<file path="src/logic/plbs_pkg.sv">
// Shared constants and carriers for the pixel level, balance and shift block.
// Assumes one pixel clock domain and a simple strobed register port.
package plbs_pkg;

    localparam int ADDR_W = 8;
    localparam int DATA_W = 32;
    localparam int PIX_W = 12;
    localparam int BL_W = 10;
    localparam int RATIO_W = 8;
    localparam int RATIO_FRAC = 6;
    localparam int SHIFT_W = 3;
    localparam int SAT_CNT_W = 16;
    localparam int FIFO_DEPTH = 8;

    // Register byte addresses
    localparam logic [ADDR_W-1:0] REG_BL_SEL = 8'h00;
    localparam logic [ADDR_W-1:0] REG_BL_VAL = 8'h04;
    localparam logic [ADDR_W-1:0] REG_BR_SEL = 8'h08;
    localparam logic [ADDR_W-1:0] REG_BR_VAL = 8'h0C;
    localparam logic [ADDR_W-1:0] REG_SHIFT = 8'h10;
    localparam logic [ADDR_W-1:0] REG_FORMAT = 8'h14;
    localparam logic [ADDR_W-1:0] REG_STATUS = 8'h18;

    // Black level selector codes
    localparam logic [1:0] BL_SEL_ALL = 2'h0;
    localparam logic [1:0] BL_SEL_TAP1 = 2'h1;
    localparam logic [1:0] BL_SEL_TAP2 = 2'h2;

    // Colour codes, shared by balance selector and pixel tag
    localparam logic [1:0] COL_RED = 2'h0;
    localparam logic [1:0] COL_GREEN = 2'h1;
    localparam logic [1:0] COL_BLUE = 2'h2;

    localparam logic [SHIFT_W-1:0] SHIFT_MAX = 3'h4;
    localparam logic [RATIO_W-1:0] RATIO_ONE = 8'h40;
    localparam logic [BL_W-1:0] BL_RESET = 10'h000;
    localparam logic [PIX_W-1:0] PIX_ALL_ONES = 12'hFFF;
    localparam logic [PIX_W-1:0] PIX8_ALL_ONES = 12'h0FF;
    localparam int BL_TO_ADC_SHIFT = 2;
    localparam int PIX8_LSB = 4;

    typedef struct packed {
        logic half;
        logic [1:0] colour;
        logic [PIX_W-1:0] data;
    } plbs_pix_type;

endpackage

</file>
<file path="src/logic/plbs_fifo.sv">
// Small show-ahead FIFO with registered output word and registered ready.
// Assumes both sides on the same clock; reset is synchronous, active low.
`timescale 1ns/1ps
`default_nettype none
module plbs_fifo #(
    parameter int WIDTH = 15,
    parameter int DEPTH = 8
) (
    input wire logic clock,
    input wire logic rst_n,
    input wire logic in_valid,
    output logic in_ready,
    input wire logic [WIDTH-1:0] in_data,
    output logic out_valid,
    input wire logic out_ready,
    output logic [WIDTH-1:0] out_data
);
    localparam int PW = $clog2(DEPTH);
    localparam logic [PW:0] DEPTH_C = (PW+1)'(DEPTH);

    typedef struct packed {
        logic [DEPTH-1:0][WIDTH-1:0] mem;
        logic [PW-1:0] wp;
        logic [PW-1:0] rp;
        logic [PW:0] cnt;
        logic in_ready;
        logic out_valid;
        logic [WIDTH-1:0] out_data;
    } plbs_fifo_state_type;

    plbs_fifo_state_type st_r, st_nxt;
    logic push, pop;

    always_comb begin
        st_nxt = st_r;
        push = in_valid && st_r.in_ready;
        // Output word refills whenever it is empty or being taken
        pop = (st_r.cnt != '0) && (!st_r.out_valid || out_ready);
        if (push) begin
            st_nxt.mem[st_r.wp] = in_data;
            st_nxt.wp = (st_r.wp == PW'(DEPTH - 1)) ? '0 : st_r.wp + 1'b1;
        end
        if (pop) begin
            st_nxt.out_data = st_r.mem[st_r.rp];
            st_nxt.out_valid = 1'b1;
            st_nxt.rp = (st_r.rp == PW'(DEPTH - 1)) ? '0 : st_r.rp + 1'b1;
        end else if (out_ready) begin
            st_nxt.out_valid = 1'b0;
        end
        st_nxt.cnt = st_r.cnt + (PW+1)'(push) - (PW+1)'(pop);
        // Ready is conservative so it can come straight from a flop
        st_nxt.in_ready = (st_nxt.cnt < DEPTH_C);
        if (!rst_n) begin
            st_nxt = '0;
        end
    end

    always_ff @(posedge clock) begin
        st_r <= st_nxt;
    end

    assign in_ready = st_r.in_ready;
    assign out_valid = st_r.out_valid;
    assign out_data = st_r.out_data;
endmodule // plbs_fifo
`default_nettype wire

</file>
<file path="src/logic/plbs_top.sv">
// Pixel correction datapath: black level offset, colour balance, digital
// shift. Pixels arrive on the pixel clock from the ADC side logic; settings
// come over a strobed register port, read data one cycle after the strobe.
// Functional notes
// - Keep one global and two per-half black level settings.
// - Each black level setting is ten bits, range 0 to 1023.
// - Right half uses global plus first per-half setting.
// - Left half uses global plus second per-half setting.
// - In 8-bit depth, 64 steps of black level move output by one.
// - In 12-bit depth, 4 steps of black level move output by one.
// - Black level value write lands in the setting named by the selector.
// - Red, green, blue each scaled by own ratio; one means unchanged.
// - Ratio spans 0.00 to 3.98; below one lowers the reachable maximum.
// - Ratio value write lands only in the colour named by the selector.
// - 12-bit depth, no shift: all twelve bits pass unchanged.
// - 12-bit depth, shift n: bits 11-n to 0 then n zero bits.
// - Any set bit shifted out forces every output bit to one.
// - 8-bit depth outputs bits 11-n to 4-n, same saturation.
// - Shift setting zero disables, one to four shifts that far.
//
// The implementer's own choices: the placing of the registers and the plain strobed port.
`timescale 1ns/1ps
`default_nettype none
module plbs_top
    import plbs_pkg::*;
#(
    parameter bit COLOUR_EN = 1'b1,
    parameter int DEPTH = FIFO_DEPTH
) (
    input wire logic clock,
    input wire logic rst_n,
    input wire logic [ADDR_W-1:0] reg_addr,
    input wire logic [DATA_W-1:0] reg_wdata,
    input wire logic reg_wr,
    input wire logic reg_rd,
    output logic [DATA_W-1:0] reg_rdata,
    input wire logic pix_valid,
    output logic pix_ready,
    input wire logic [PIX_W-1:0] pix_data,
    input wire logic pix_half,
    input wire logic [1:0] pix_colour,
    output logic out_valid,
    input wire logic out_ready,
    output logic [PIX_W-1:0] out_pixel,
    output logic out_half,
    output logic [1:0] out_colour,
    output logic out_sat
);
    typedef struct packed {
        logic [BL_W-1:0] bl_all;
        logic [BL_W-1:0] bl_tap1;
        logic [BL_W-1:0] bl_tap2;
        logic [1:0] bl_sel;
        logic [1:0] br_sel;
        logic [2:0][RATIO_W-1:0] ratio;
        logic [SHIFT_W-1:0] shift;
        logic fmt12;
        logic out_valid;
        logic [PIX_W-1:0] out_pixel;
        logic out_half;
        logic [1:0] out_colour;
        logic out_sat;
        logic [SAT_CNT_W-1:0] sat_cnt;
        logic [DATA_W-1:0] rdata;
    } plbs_state_type;

    plbs_state_type st_r, st_nxt;

    // Clamp a wide intermediate to the twelve-bit pixel range
    function automatic logic [PIX_W-1:0] clip12(input logic [19:0] v);
        clip12 = (|v[19:PIX_W]) ? PIX_ALL_ONES : v[PIX_W-1:0];
    endfunction

    logic f_valid, f_ready;
    plbs_pix_type f_data, in_word;
    assign in_word = '{half: pix_half, colour: pix_colour, data: pix_data};

    plbs_fifo #(.WIDTH($bits(plbs_pix_type)), .DEPTH(DEPTH)) u_fifo (
        .clock(clock),
        .rst_n(rst_n),
        .in_valid(pix_valid),
        .in_ready(pix_ready),
        .in_data(in_word),
        .out_valid(f_valid),
        .out_ready(f_ready),
        .out_data(f_data)
    );

    logic load;
    logic [BL_W:0] bl_eff;
    logic [PIX_W-1:0] v_off, v_bal, v_sh;
    logic [RATIO_W-1:0] ratio_sel;
    logic [19:0] prod;
    logic [15:0] sh_wide;
    logic sat;
    logic wr_bl, wr_br, wr_shift;

    assign f_ready = !st_r.out_valid || out_ready;
    assign load = f_valid && f_ready;

    always_comb begin
        // Right half is tagged 0, left half 1
        bl_eff = {1'b0, st_r.bl_all}
            + (f_data.half ? {1'b0, st_r.bl_tap2}
                           : {1'b0, st_r.bl_tap1});
        // Quarter of the setting in ADC counts gives both depth scalings
        v_off = clip12(20'(f_data.data)
            + 20'(bl_eff >> BL_TO_ADC_SHIFT));
        ratio_sel = (f_data.colour > COL_BLUE) ? RATIO_ONE
                  : st_r.ratio[f_data.colour];
        prod = 20'(v_off) * 20'(ratio_sel);
        v_bal = COLOUR_EN ? clip12(prod >> RATIO_FRAC) : v_off;
        sh_wide = 16'(v_bal) << st_r.shift;
        sat = |sh_wide[15:PIX_W];
        if (st_r.fmt12) begin
            v_sh = sat ? PIX_ALL_ONES : sh_wide[PIX_W-1:0];
        end else begin
            v_sh = sat ? PIX8_ALL_ONES
                 : 12'(sh_wide[PIX_W-1:PIX8_LSB]);
        end
    end

    assign wr_bl = reg_wr && (reg_addr == REG_BL_VAL);
    assign wr_br = reg_wr && (reg_addr == REG_BR_VAL);
    assign wr_shift = reg_wr && (reg_addr == REG_SHIFT);

    always_comb begin
        st_nxt = st_r;
        // Register writes
        if (reg_wr && reg_addr == REG_BL_SEL
            && reg_wdata[1:0] <= BL_SEL_TAP2) begin
            st_nxt.bl_sel = reg_wdata[1:0];
        end
        if (wr_bl) begin
            case (st_r.bl_sel)
                BL_SEL_ALL: st_nxt.bl_all = reg_wdata[BL_W-1:0];
                BL_SEL_TAP1: st_nxt.bl_tap1 = reg_wdata[BL_W-1:0];
                BL_SEL_TAP2: st_nxt.bl_tap2 = reg_wdata[BL_W-1:0];
                default: st_nxt.bl_all = st_r.bl_all;
            endcase
        end
        if (reg_wr && reg_addr == REG_BR_SEL
            && reg_wdata[1:0] <= COL_BLUE) begin
            st_nxt.br_sel = reg_wdata[1:0];
        end
        if (wr_br && st_r.br_sel <= COL_BLUE) begin
            st_nxt.ratio[st_r.br_sel] = reg_wdata[RATIO_W-1:0];
        end
        // Out-of-range shift codes are ignored
        if (wr_shift && reg_wdata[SHIFT_W-1:0] <= SHIFT_MAX
            && reg_wdata[DATA_W-1:SHIFT_W] == '0) begin
            st_nxt.shift = reg_wdata[SHIFT_W-1:0];
        end
        if (reg_wr && reg_addr == REG_FORMAT) begin
            st_nxt.fmt12 = reg_wdata[0];
        end
        // Register reads, data valid the cycle after the strobe
        st_nxt.rdata = '0;
        if (reg_rd) begin
            case (reg_addr)
                REG_BL_SEL: st_nxt.rdata = 32'(st_r.bl_sel);
                REG_BL_VAL: begin
                    case (st_r.bl_sel)
                        BL_SEL_TAP1: st_nxt.rdata = 32'(st_r.bl_tap1);
                        BL_SEL_TAP2: st_nxt.rdata = 32'(st_r.bl_tap2);
                        default: st_nxt.rdata = 32'(st_r.bl_all);
                    endcase
                end
                REG_BR_SEL: st_nxt.rdata = 32'(st_r.br_sel);
                REG_BR_VAL: st_nxt.rdata = 32'(st_r.ratio[st_r.br_sel]);
                REG_SHIFT: st_nxt.rdata = 32'(st_r.shift);
                REG_FORMAT: st_nxt.rdata = 32'(st_r.fmt12);
                REG_STATUS: st_nxt.rdata = 32'(st_r.sat_cnt);
                default: st_nxt.rdata = '0;
            endcase
        end
        // Output stage holds while the formatter stalls
        if (load) begin
            st_nxt.out_valid = 1'b1;
            st_nxt.out_pixel = v_sh;
            st_nxt.out_half = f_data.half;
            st_nxt.out_colour = f_data.colour;
            st_nxt.out_sat = sat;
            st_nxt.sat_cnt = st_r.sat_cnt + SAT_CNT_W'(sat);
        end else if (out_ready) begin
            st_nxt.out_valid = 1'b0;
        end
        if (!rst_n) begin
            st_nxt = '0;
            st_nxt.bl_all = BL_RESET;
            st_nxt.bl_tap1 = BL_RESET;
            st_nxt.bl_tap2 = BL_RESET;
            st_nxt.ratio = {3{RATIO_ONE}};
            st_nxt.fmt12 = 1'b1;
        end
    end

    always_ff @(posedge clock) begin
        st_r <= st_nxt;
    end

    assign reg_rdata = st_r.rdata;
    assign out_valid = st_r.out_valid;
    assign out_pixel = st_r.out_pixel;
    assign out_half = st_r.out_half;
    assign out_colour = st_r.out_colour;
    assign out_sat = st_r.out_sat;

    logic plain_path;
    assign plain_path = (st_r.shift == '0)
        && (st_r.ratio == {3{RATIO_ONE}});
endmodule // plbs_top
`default_nettype wire

</file>
<file path="config.mk">
export PLATFORM = sky130hd
export DESIGN_NAME = plbs_top
export DESIGN_NICKNAME = d
export VERILOG_FILES = /design/src/logic/plbs_pkg.sv /design/src/logic/plbs_fifo.sv /design/src/logic/plbs_top.sv
export SDC_FILE = /design/constraint.sdc
export NUM_CORES = 1
export LEC_CHECK = 0
export BUFFER_PORTS_ARGS = -buffer_cell sky130_fd_sc_hd__buf_2
export CORE_MARGIN = 5
export CORE_UTILIZATION = 40
export DETAILED_ROUTE_END_ITERATION = 6
export GPL_TIMING_DRIVEN = 0
export SYNTH_ARGS = -nofsm -noshare
export SYNTH_HDL_FRONTEND = slang
export SYNTH_SLANG_ARGS = --single-unit
</file>
<file path="constraint.sdc">
create_clock -name clock -period 20.2 [get_ports clock]
set_clock_uncertainty 0.15 [all_clocks]
set_input_delay 1.01 -clock clock [delete_from_list [all_inputs] [get_ports clock]]
set_output_delay 1.01 -clock clock [all_outputs]
set_load 0.02 [all_outputs]
</file>
==> results.yml, run 1 <==
clock_tree:
  cts_buffer_depth: 3
  insertion_delay_ps: 570
  ctsHoldBuffers: 0
  path_clk_slew_ps: 60
  clkSinkCount: 258
  cts-root-buf: "clkbuf_16"
  cts_resized: 0
  cts_buffers: 28
  htree_levels: 1
  cts_setup_buffers: 0
  cts_tree: "built"
synthesis:
  synth-seq-cells: 258
  netlist_area_um2: 16800
  ys_async_sr_fraction_pct: 0
  synth-edff-count: 0
  ys_warn_count: 0
  synth_ff_type: "dfxtp_1"
  avgSynthCellArea_um2: 8.42
  ys_types: 86
  synth_seq_area_share_pct: 30.7
  postSynthCellCount: 1995
sta:
  final_max_slew_viol_count: 0
  worst-slew-pin-transition_ps: 1300
  period_minus_slack_ps: 12610
  max_freq_mhz: 79.3
  post-route-period-util_pct: 62.4
  relSlewSlack_pct: 11.9
  hold_violations: 0
  rsz0062_at_grt: "false"
  setup_tns_ps: 0
  setup_viol: 0
detailed_routing:
  drt_iter0_markers: 930
  drc_errors: 0
  wire_per_inst_um: 18.3
  top_layer_used: "met4"
  dr_wl_met3_mm: 2.70
  dr.pass1.iters: 5
  wl_met2_mm: 23.2
  vias: 14400
  totalWireLength_mm: 49.0
  ant_nets: 0
  viasPerCell: 5.37
  wl_met1_mm: 22.2
layout:
  fillers: 4154
  antenna_cells: 0
  register_area_um2: 5160
  area_growth_pct: 12.4
  final_cell_mix: "nand2_1, dfxtp_1, nor2_1"
  fin_util_pct: 45.2
  multi_input_area_um2: 10400
  layout-drive-gt1-share_pct: 13.0
  layout_commonest_cell: "nand2_1"
  final_nets: 2309
setup_path:
  max_stage_delay_ps: 690
  r2r-start: "u_fifo.out_data[14]$_SDFFE_PN0P_"
  path_class: "flop to flop"
  r2r-end: "st_r[46]$_SDFFE_PN0P_"
  path_max_fanout: 10
  arrival_ps: 12930
  crit_path_end_kind: "flop"
  r2r_setup_slack_ps: 7590
  required_ps: 20530
  setup.worst_path.start: "u_fifo.out_data[14]$_SDFFE_PN0P_"
  r2r_cells: 47
  endpoint: "st_r[46]$_SDFFE_PN0P_"
  crit_path_start_kind: "flop"
  crit_path_top_delay_cell: "o21ai_0"
grt:
  grt_max_degree: 15
  antenna_found_initial: 0
  overflow: 0
  grt_pass1_vias: 14300
  grtUsageTotal_pct: 20.9
  grt_pass1_wl_mm: 79.4
place:
  dp_hpwl_mm: 38.3
  portBuffers: 78
  gp_congestion: 0.927
die:
  rows: 75
  die_w_um: 215
  core_area_um2: 41800
  dieArea_um2: 46200
  start_util_pct: 40.2
  die_h_um: 215
  io_pins: 111
power_and_ir_drop:
  power_switching_w: 0.000551
  swShare_pct: 34.7
  seqPwrFrac_pct: 35.9
  p_clk_share_pct: 34.0
  ir_drop_v: 0.0000733
  power.leakage_nw: 7.84
  power_density_nw_per_um2: 84.0
  p_int_w: 0.00104
  p_comb_share_pct: 30.1
run_status:
  outcome: "finished, final reports clean"
hold_path:
  hold_path_class: "flop to flop"
flow_run:
  maxCapViolations: 0
[synthesized netlist by cell type (all sizes together), types with 8 or more instances]
master    n  area share, %
nand2   354            7.9
dfxtp   258             31
nor2    205            4.6
clkbuf  112            2.5
a21oi    98            2.9
a21boi   96            4.3
inv      91            2.0
mux2i    89            5.3
ha       69            5.1
buf      68            2.8
fa       61            7.3
nand3    42            1.3
o21ai    42            1.3
mux4     31            4.2
and2     27            1.0
a22oi    21           0.94
nor3     21           0.69
xnor2    21            1.1
or2      20           0.74
nor2b    19           0.71
o211a    17            1.0
o211ai   15           0.67
a211oi   13           0.77
mux2     13           0.87
o21a     13           0.58
a21o     11           0.49
and3     11           0.41
or3      11           0.41
nand2b   10           0.37
nor4     10           0.37
xor2     10           0.52
nand4     9           0.34
o21bai    8           0.38
o22ai     8           0.30
[worst min path at each step]
stage,slack [ps],cells past startpoint,to,start
2_1_floorplan,280,1,reg_rdata[10]$_SDFF_PN0_,st_r[42]$_SDFFE_PN0P_
3_3_place_gp,290,2,u_fifo.st_r[53]$_SDFFE_PN0P_,u_fifo.st_r[53]$_SDFFE_PN0P_
3_5_place_dp,300,2,u_fifo.st_r[52]$_SDFFE_PN0P_,u_fifo.st_r[52]$_SDFFE_PN0P_
4_1_cts,310,2,u_fifo.st_r[36]$_SDFFE_PN0P_,u_fifo.st_r[36]$_SDFFE_PN0P_
5_1_grt,320,2,u_fifo.st_r[33]$_SDFFE_PN0P_,u_fifo.st_r[33]$_SDFFE_PN0P_
6_report,300,2,u_fifo.st_r[36]$_SDFFE_PN0P_,u_fifo.st_r[36]$_SDFFE_PN0P_
[power by group through the flow]
stage / Combinational, W / Sequential [W] / Clock (W)
finish: 0.000477 / 0.000570 / 0.000540
global route: 0.000530 / 0.000573 / 0.000575
CTS: 0.000479 / 0.000570 / 0.000550
detailed placement: 0.000475 / 0.000580 / 0
global placement: 0.000468 / 0.000580 / 0
floorplan: 0.000343 / 0.000568 / 0
[registers in the layout, summed over array words and instances, names as in the netlist, 2 cells and up]
| register | cells |
|---|---|
| u_fifo.st_r | 130 |
| u_fifo.out_data | 15 |
| out_pixel | 12 |
| st_r | 78 |
| reg_rdata | 16 |
| out_colour | 2 |
[cell families after synthesis]
| group | share of synthesized area [%] |
|---|---|
| muxes | 10.3 |
| and+or+nand+nor | 19.9 |
| xor gates and xnor gates | 1.62 |
| other | 0.0223 |
| adders and majority gates | 12.4 |
| AOI/OAI and AO/OA | 17.6 |
| buffers and inverters | 7.44 |
| DFF | 30.7 |
[through the flow]
stage / instances / setup slack [ps] / total power (W) / hold slack (ps) / cell area [µm²]
2_1_floorplan: 2010 / 9900 / 0.000911 / 280 / 16900
3_3_place_gp: 2627 / 7840 / 0.00105 / 288 / 17900
3_5_place_dp: 2627 / 7720 / 0.00106 / 297 / 17900
4_1_cts: 2679 / 7670 / 0.00160 / 306 / 18900
5_1_grt: 2679 / 6710 / 0.00168 / 324 / 18900
6_report: 2679 / 7590 / 0.00159 / 303 / 18900
[per-layer routing]
layer  vias up  global-route usage, %
li1       7037                      -
met2       388                   35.3
met1      6902                   29.1
met3        63                   2.50
met4         0                   4.08
met5         -                      0
[critical path, delay by kind of cell, from the launching register on]
kind / cells / cell delay [ps]
AO/OA/AOI/OAI: 15 / 3450
adder cells (fa/ha/maj): 9 / 3340
AND/OR/NAND/NOR: 12 / 2760
buffers and inverters: 9 / 1770
multiplexers: 1 / 420
flip-flops: 1 / 410
XOR/XNOR: 1 / 220
[area by class of cell]
class	count	share of cell area, %
well taps	539	3.57
repair buffers	78	2.07
clock inverters	17	1.07
clock buffers	35	4.06
flip-flops and latches	258	27.3
plain buffers	180	4.77
multi-input cells	1479	55.3
inverters	93	1.85
No activity file was read; power rests on OpenSTA's default activity.
==> run 2: changes to the inputs <==
--- a/config.mk
+++ b/config.mk
@@ -5,6 +5,7 @@
 export SDC_FILE = /design/constraint.sdc
 export NUM_CORES = 1
 export LEC_CHECK = 0
+export ABC_AREA = 1
 export BUFFER_PORTS_ARGS = -buffer_cell sky130_fd_sc_hd__buf_2
 export CORE_MARGIN = 5
 export CORE_UTILIZATION = 40
==> constraint.sdc (replaced) <==
create_clock -name clock -period 12 [get_ports clock]
set_clock_uncertainty 0.15 [all_clocks]
set_input_delay 0.6 -clock clock [delete_from_list [all_inputs] [get_ports clock]]
set_output_delay 0.6 -clock clock [all_outputs]
set_load 0.02 [all_outputs]
==> run 2 against run 1 <==
Setup slack worse by 6700 ps. Synthesized cell count is 12% higher. Die area is 5.2% lower. Combinational power is 75% higher. Critical path depth is 8 higher. Clock power is 78% higher. Critical endpoint unchanged. Sequential share of layout area is 1.2 points higher. Final area is 4.3% lower. Non-clock buffer count is 25 lower.
==> results.yml, run 2 <==
die:
  core_area_um2: 39500
  die_w_um: 209
  rows: 73
  dieArea_um2: 43800
  die_h_um: 209
  io_pins: 111
  start_util_pct: 40.2
setup_path:
  path_class: "flop to flop"
  required_ps: 12320
  crit_buf_inv: 8
  r2r-start: "u_fifo.out_data[14]$_SDFFE_PN0P_"
  setup.worst_path.start: "u_fifo.out_data[14]$_SDFFE_PN0P_"
  arrival_ps: 11420
  crit_path_top_delay_cell: "fa_1"
  crit_path_end_kind: "flop"
  path_delay_family: "adder cells"
  r2r_setup_slack_ps: 910
  path_max_fanout: 10
  crit_path_start_kind: "flop"
  max_stage_delay_ps: 540
layout:
  register_area_um2: 5160
  area_growth_pct: 13.8
  multi_input_area_um2: 8980
  layout-drive-gt1-share_pct: 9.72
  fillers: 4065
  antenna_cells: 0
  layout_commonest_cell: "nor2_1"
  final_nets: 2557
  largest_register_ffs: 130
  final_cell_mix: "nor2_1, o21ai_0, inv_1"
  fin_util_pct: 45.7
  regMostFlops: "u_fifo.st_r"
sta:
  setup_viol: 0
  period_minus_slack_ps: 11090
  max_freq_mhz: 90.1
  hold_violations: 0
  relSlewSlack_pct: 19.0
  setup_tns_ps: 0
  rsz0062_at_grt: "false"
  worst-slew-pin-transition_ps: 1200
  final_max_slew_viol_count: 0
  post-route-period-util_pct: 92.5
synthesis:
  synth-seq-cells: 258
  synth_top_area_cell: "dfxtp_1"
  synth_seq_area_share_pct: 32.5
  ys_types: 51
  ys_async_sr_fraction_pct: 0
  postSynthCellCount: 2242
  yosysMostFrequentCell: "nor2_1"
  yosys-top-cells-area: "dfxtp_1, o21ai_0, nor2_1, fa_1, inv_1"
  avgSynthCellArea_um2: 7.08
  synth-edff-count: 0
  synth_ff_type: "dfxtp_1"
  post-synth-top-area-fraction_pct: 32.5
  ys_warn_count: 0
  netlist_area_um2: 15900
  synth_common_cells: "nor2_1, o21ai_0, inv_1"
clock_tree:
  cts-root-buf: "clkbuf_16"
  cts_buffers: 29
  insertion_delay_ps: 580
  clkSinkCount: 258
  path_clk_slew_ps: 60
  ctsHoldBuffers: 0
  cts_buffer_depth: 3
  cts_setup_buffers: 0
  cts_resized: 0
  htree_levels: 1
  cts_tree: "built"
run_status:
  outcome: "finished, final reports clean"
hold_path:
  worst_hold_startpoint: "reg_addr[3]"
  hold_path_class: "input pin to flop"
grt:
  grt_pass1_wl_mm: 78.8
  grt_pass1_vias: 14800
  overflow: 0
  antenna_found_initial: 0
  grt_max_degree: 16
  grtUsageTotal_pct: 21.9
detailed_routing:
  dr.pass1.iters: 7
  wire_per_inst_um: 17.1
  vias: 15200
  drc_errors: 0
  totalWireLength_mm: 49.7
  viasPerCell: 5.20
  drt_iter0_markers: 1170
  ant_nets: 0
power_and_ir_drop:
  p_int_w: 0.00176
  swShare_pct: 36.0
  power_density_nw_per_um2: 152
  power.leakage_nw: 8.31
  ir_drop_v: 0.000107
  power_switching_w: 0.000991
  seqPwrFrac_pct: 34.8
  p_comb_share_pct: 30.3
  p_clk_share_pct: 35.0
place:
  portBuffers: 78
  dp_hpwl_mm: 38.0
  gp_congestion: 0.918
flow_run:
  maxCapViolations: 0
run 2: cell types whose count changed after synthesis, moves of 89 or more:
cell / delta
inv_1: +186
o21ai_0: +279
mux2i_1: -89
nor2_1: +207
nand2_1: -108
a21boi_0: -96
run 2: layout make-up:
| cell class | instances | share of cell area [%] |
|---|---|---|
| clock buffers | 43 | 4.64 |
| multi-input cells | 1560 | 49.7 |
| repair buffers | 78 | 2.16 |
| inverters | 284 | 5.90 |
| well taps | 525 | 3.63 |
| flip-flops and latches | 258 | 28.6 |
| plain buffers | 155 | 4.33 |
| clock inverters | 10 | 1.07 |
run 2: cells by family after synthesis:
group / Yosys count / synth area share [%]
buf+inv: 439 / 11.6
other cells: 1 / 0.0236
flops: 258 / 32.5
fa+ha+maj: 130 / 13.1
xor+xnor: 25 / 1.38
simple gates: 797 / 20.8
compound gates: 592 / 20.5
run 2: metrics by stage:
stage	setup WS (ps)	area [µm²]	hold slack [ps]	std cells	power [W]
CTS	219	18000	190	2913	0.00275
detailed placement	279	17000	297	2860	0.00179
global placement	321	17000	288	2860	0.00178
finish	906	18100	210	2913	0.00275
global route	74.7	18100	223	2913	0.00289
floorplan	2070	15900	268	2257	0.00151
run 2: path summary, 6_finish.rpt:
| kind | endpoint | depth (start not counted) |
|---|---|---|
| hold reg to reg | u_fifo.st_r[47]$_SDFFE_PN0P_ | 2 |
| hold / removal | reg_rdata[9]$_SDFF_PN0_ | 3 |
| setup / recovery | st_r[46]$_SDFFE_PN0P_ | 55 |
| setup reg to reg | st_r[46]$_SDFFE_PN0P_ | 55 |
run 2: worst register-to-register path: cells and delay by family, from the launching register on:
family          cells  cell delay [ps]
buf+inv             8              890
simple gates       23             2810
compound gates     14             3050
flops               1              410
fa+ha+maj           9             3430
xor+xnor            1              240
run 2: metal layers:
metal	GRT usage (%)	vias up	wire length (µm)
met5	0	-	0
met3	2.57	83	2610
met1	28.9	7179	21700
met4	5.87	0	1300
li1	-	7492	-
met2	38.2	397	24100
run 2: power by group through the flow:
stage	logic (W)	registers, W	clock network [W]
after floorplan	0.000542	0.000966	0
after global placement	0.000807	0.000972	0
after detailed placement	0.000816	0.000974	0
after CTS	0.000821	0.000956	0.000976
after global routing	0.000922	0.000963	0.00101
final	0.000833	0.000956	0.000962
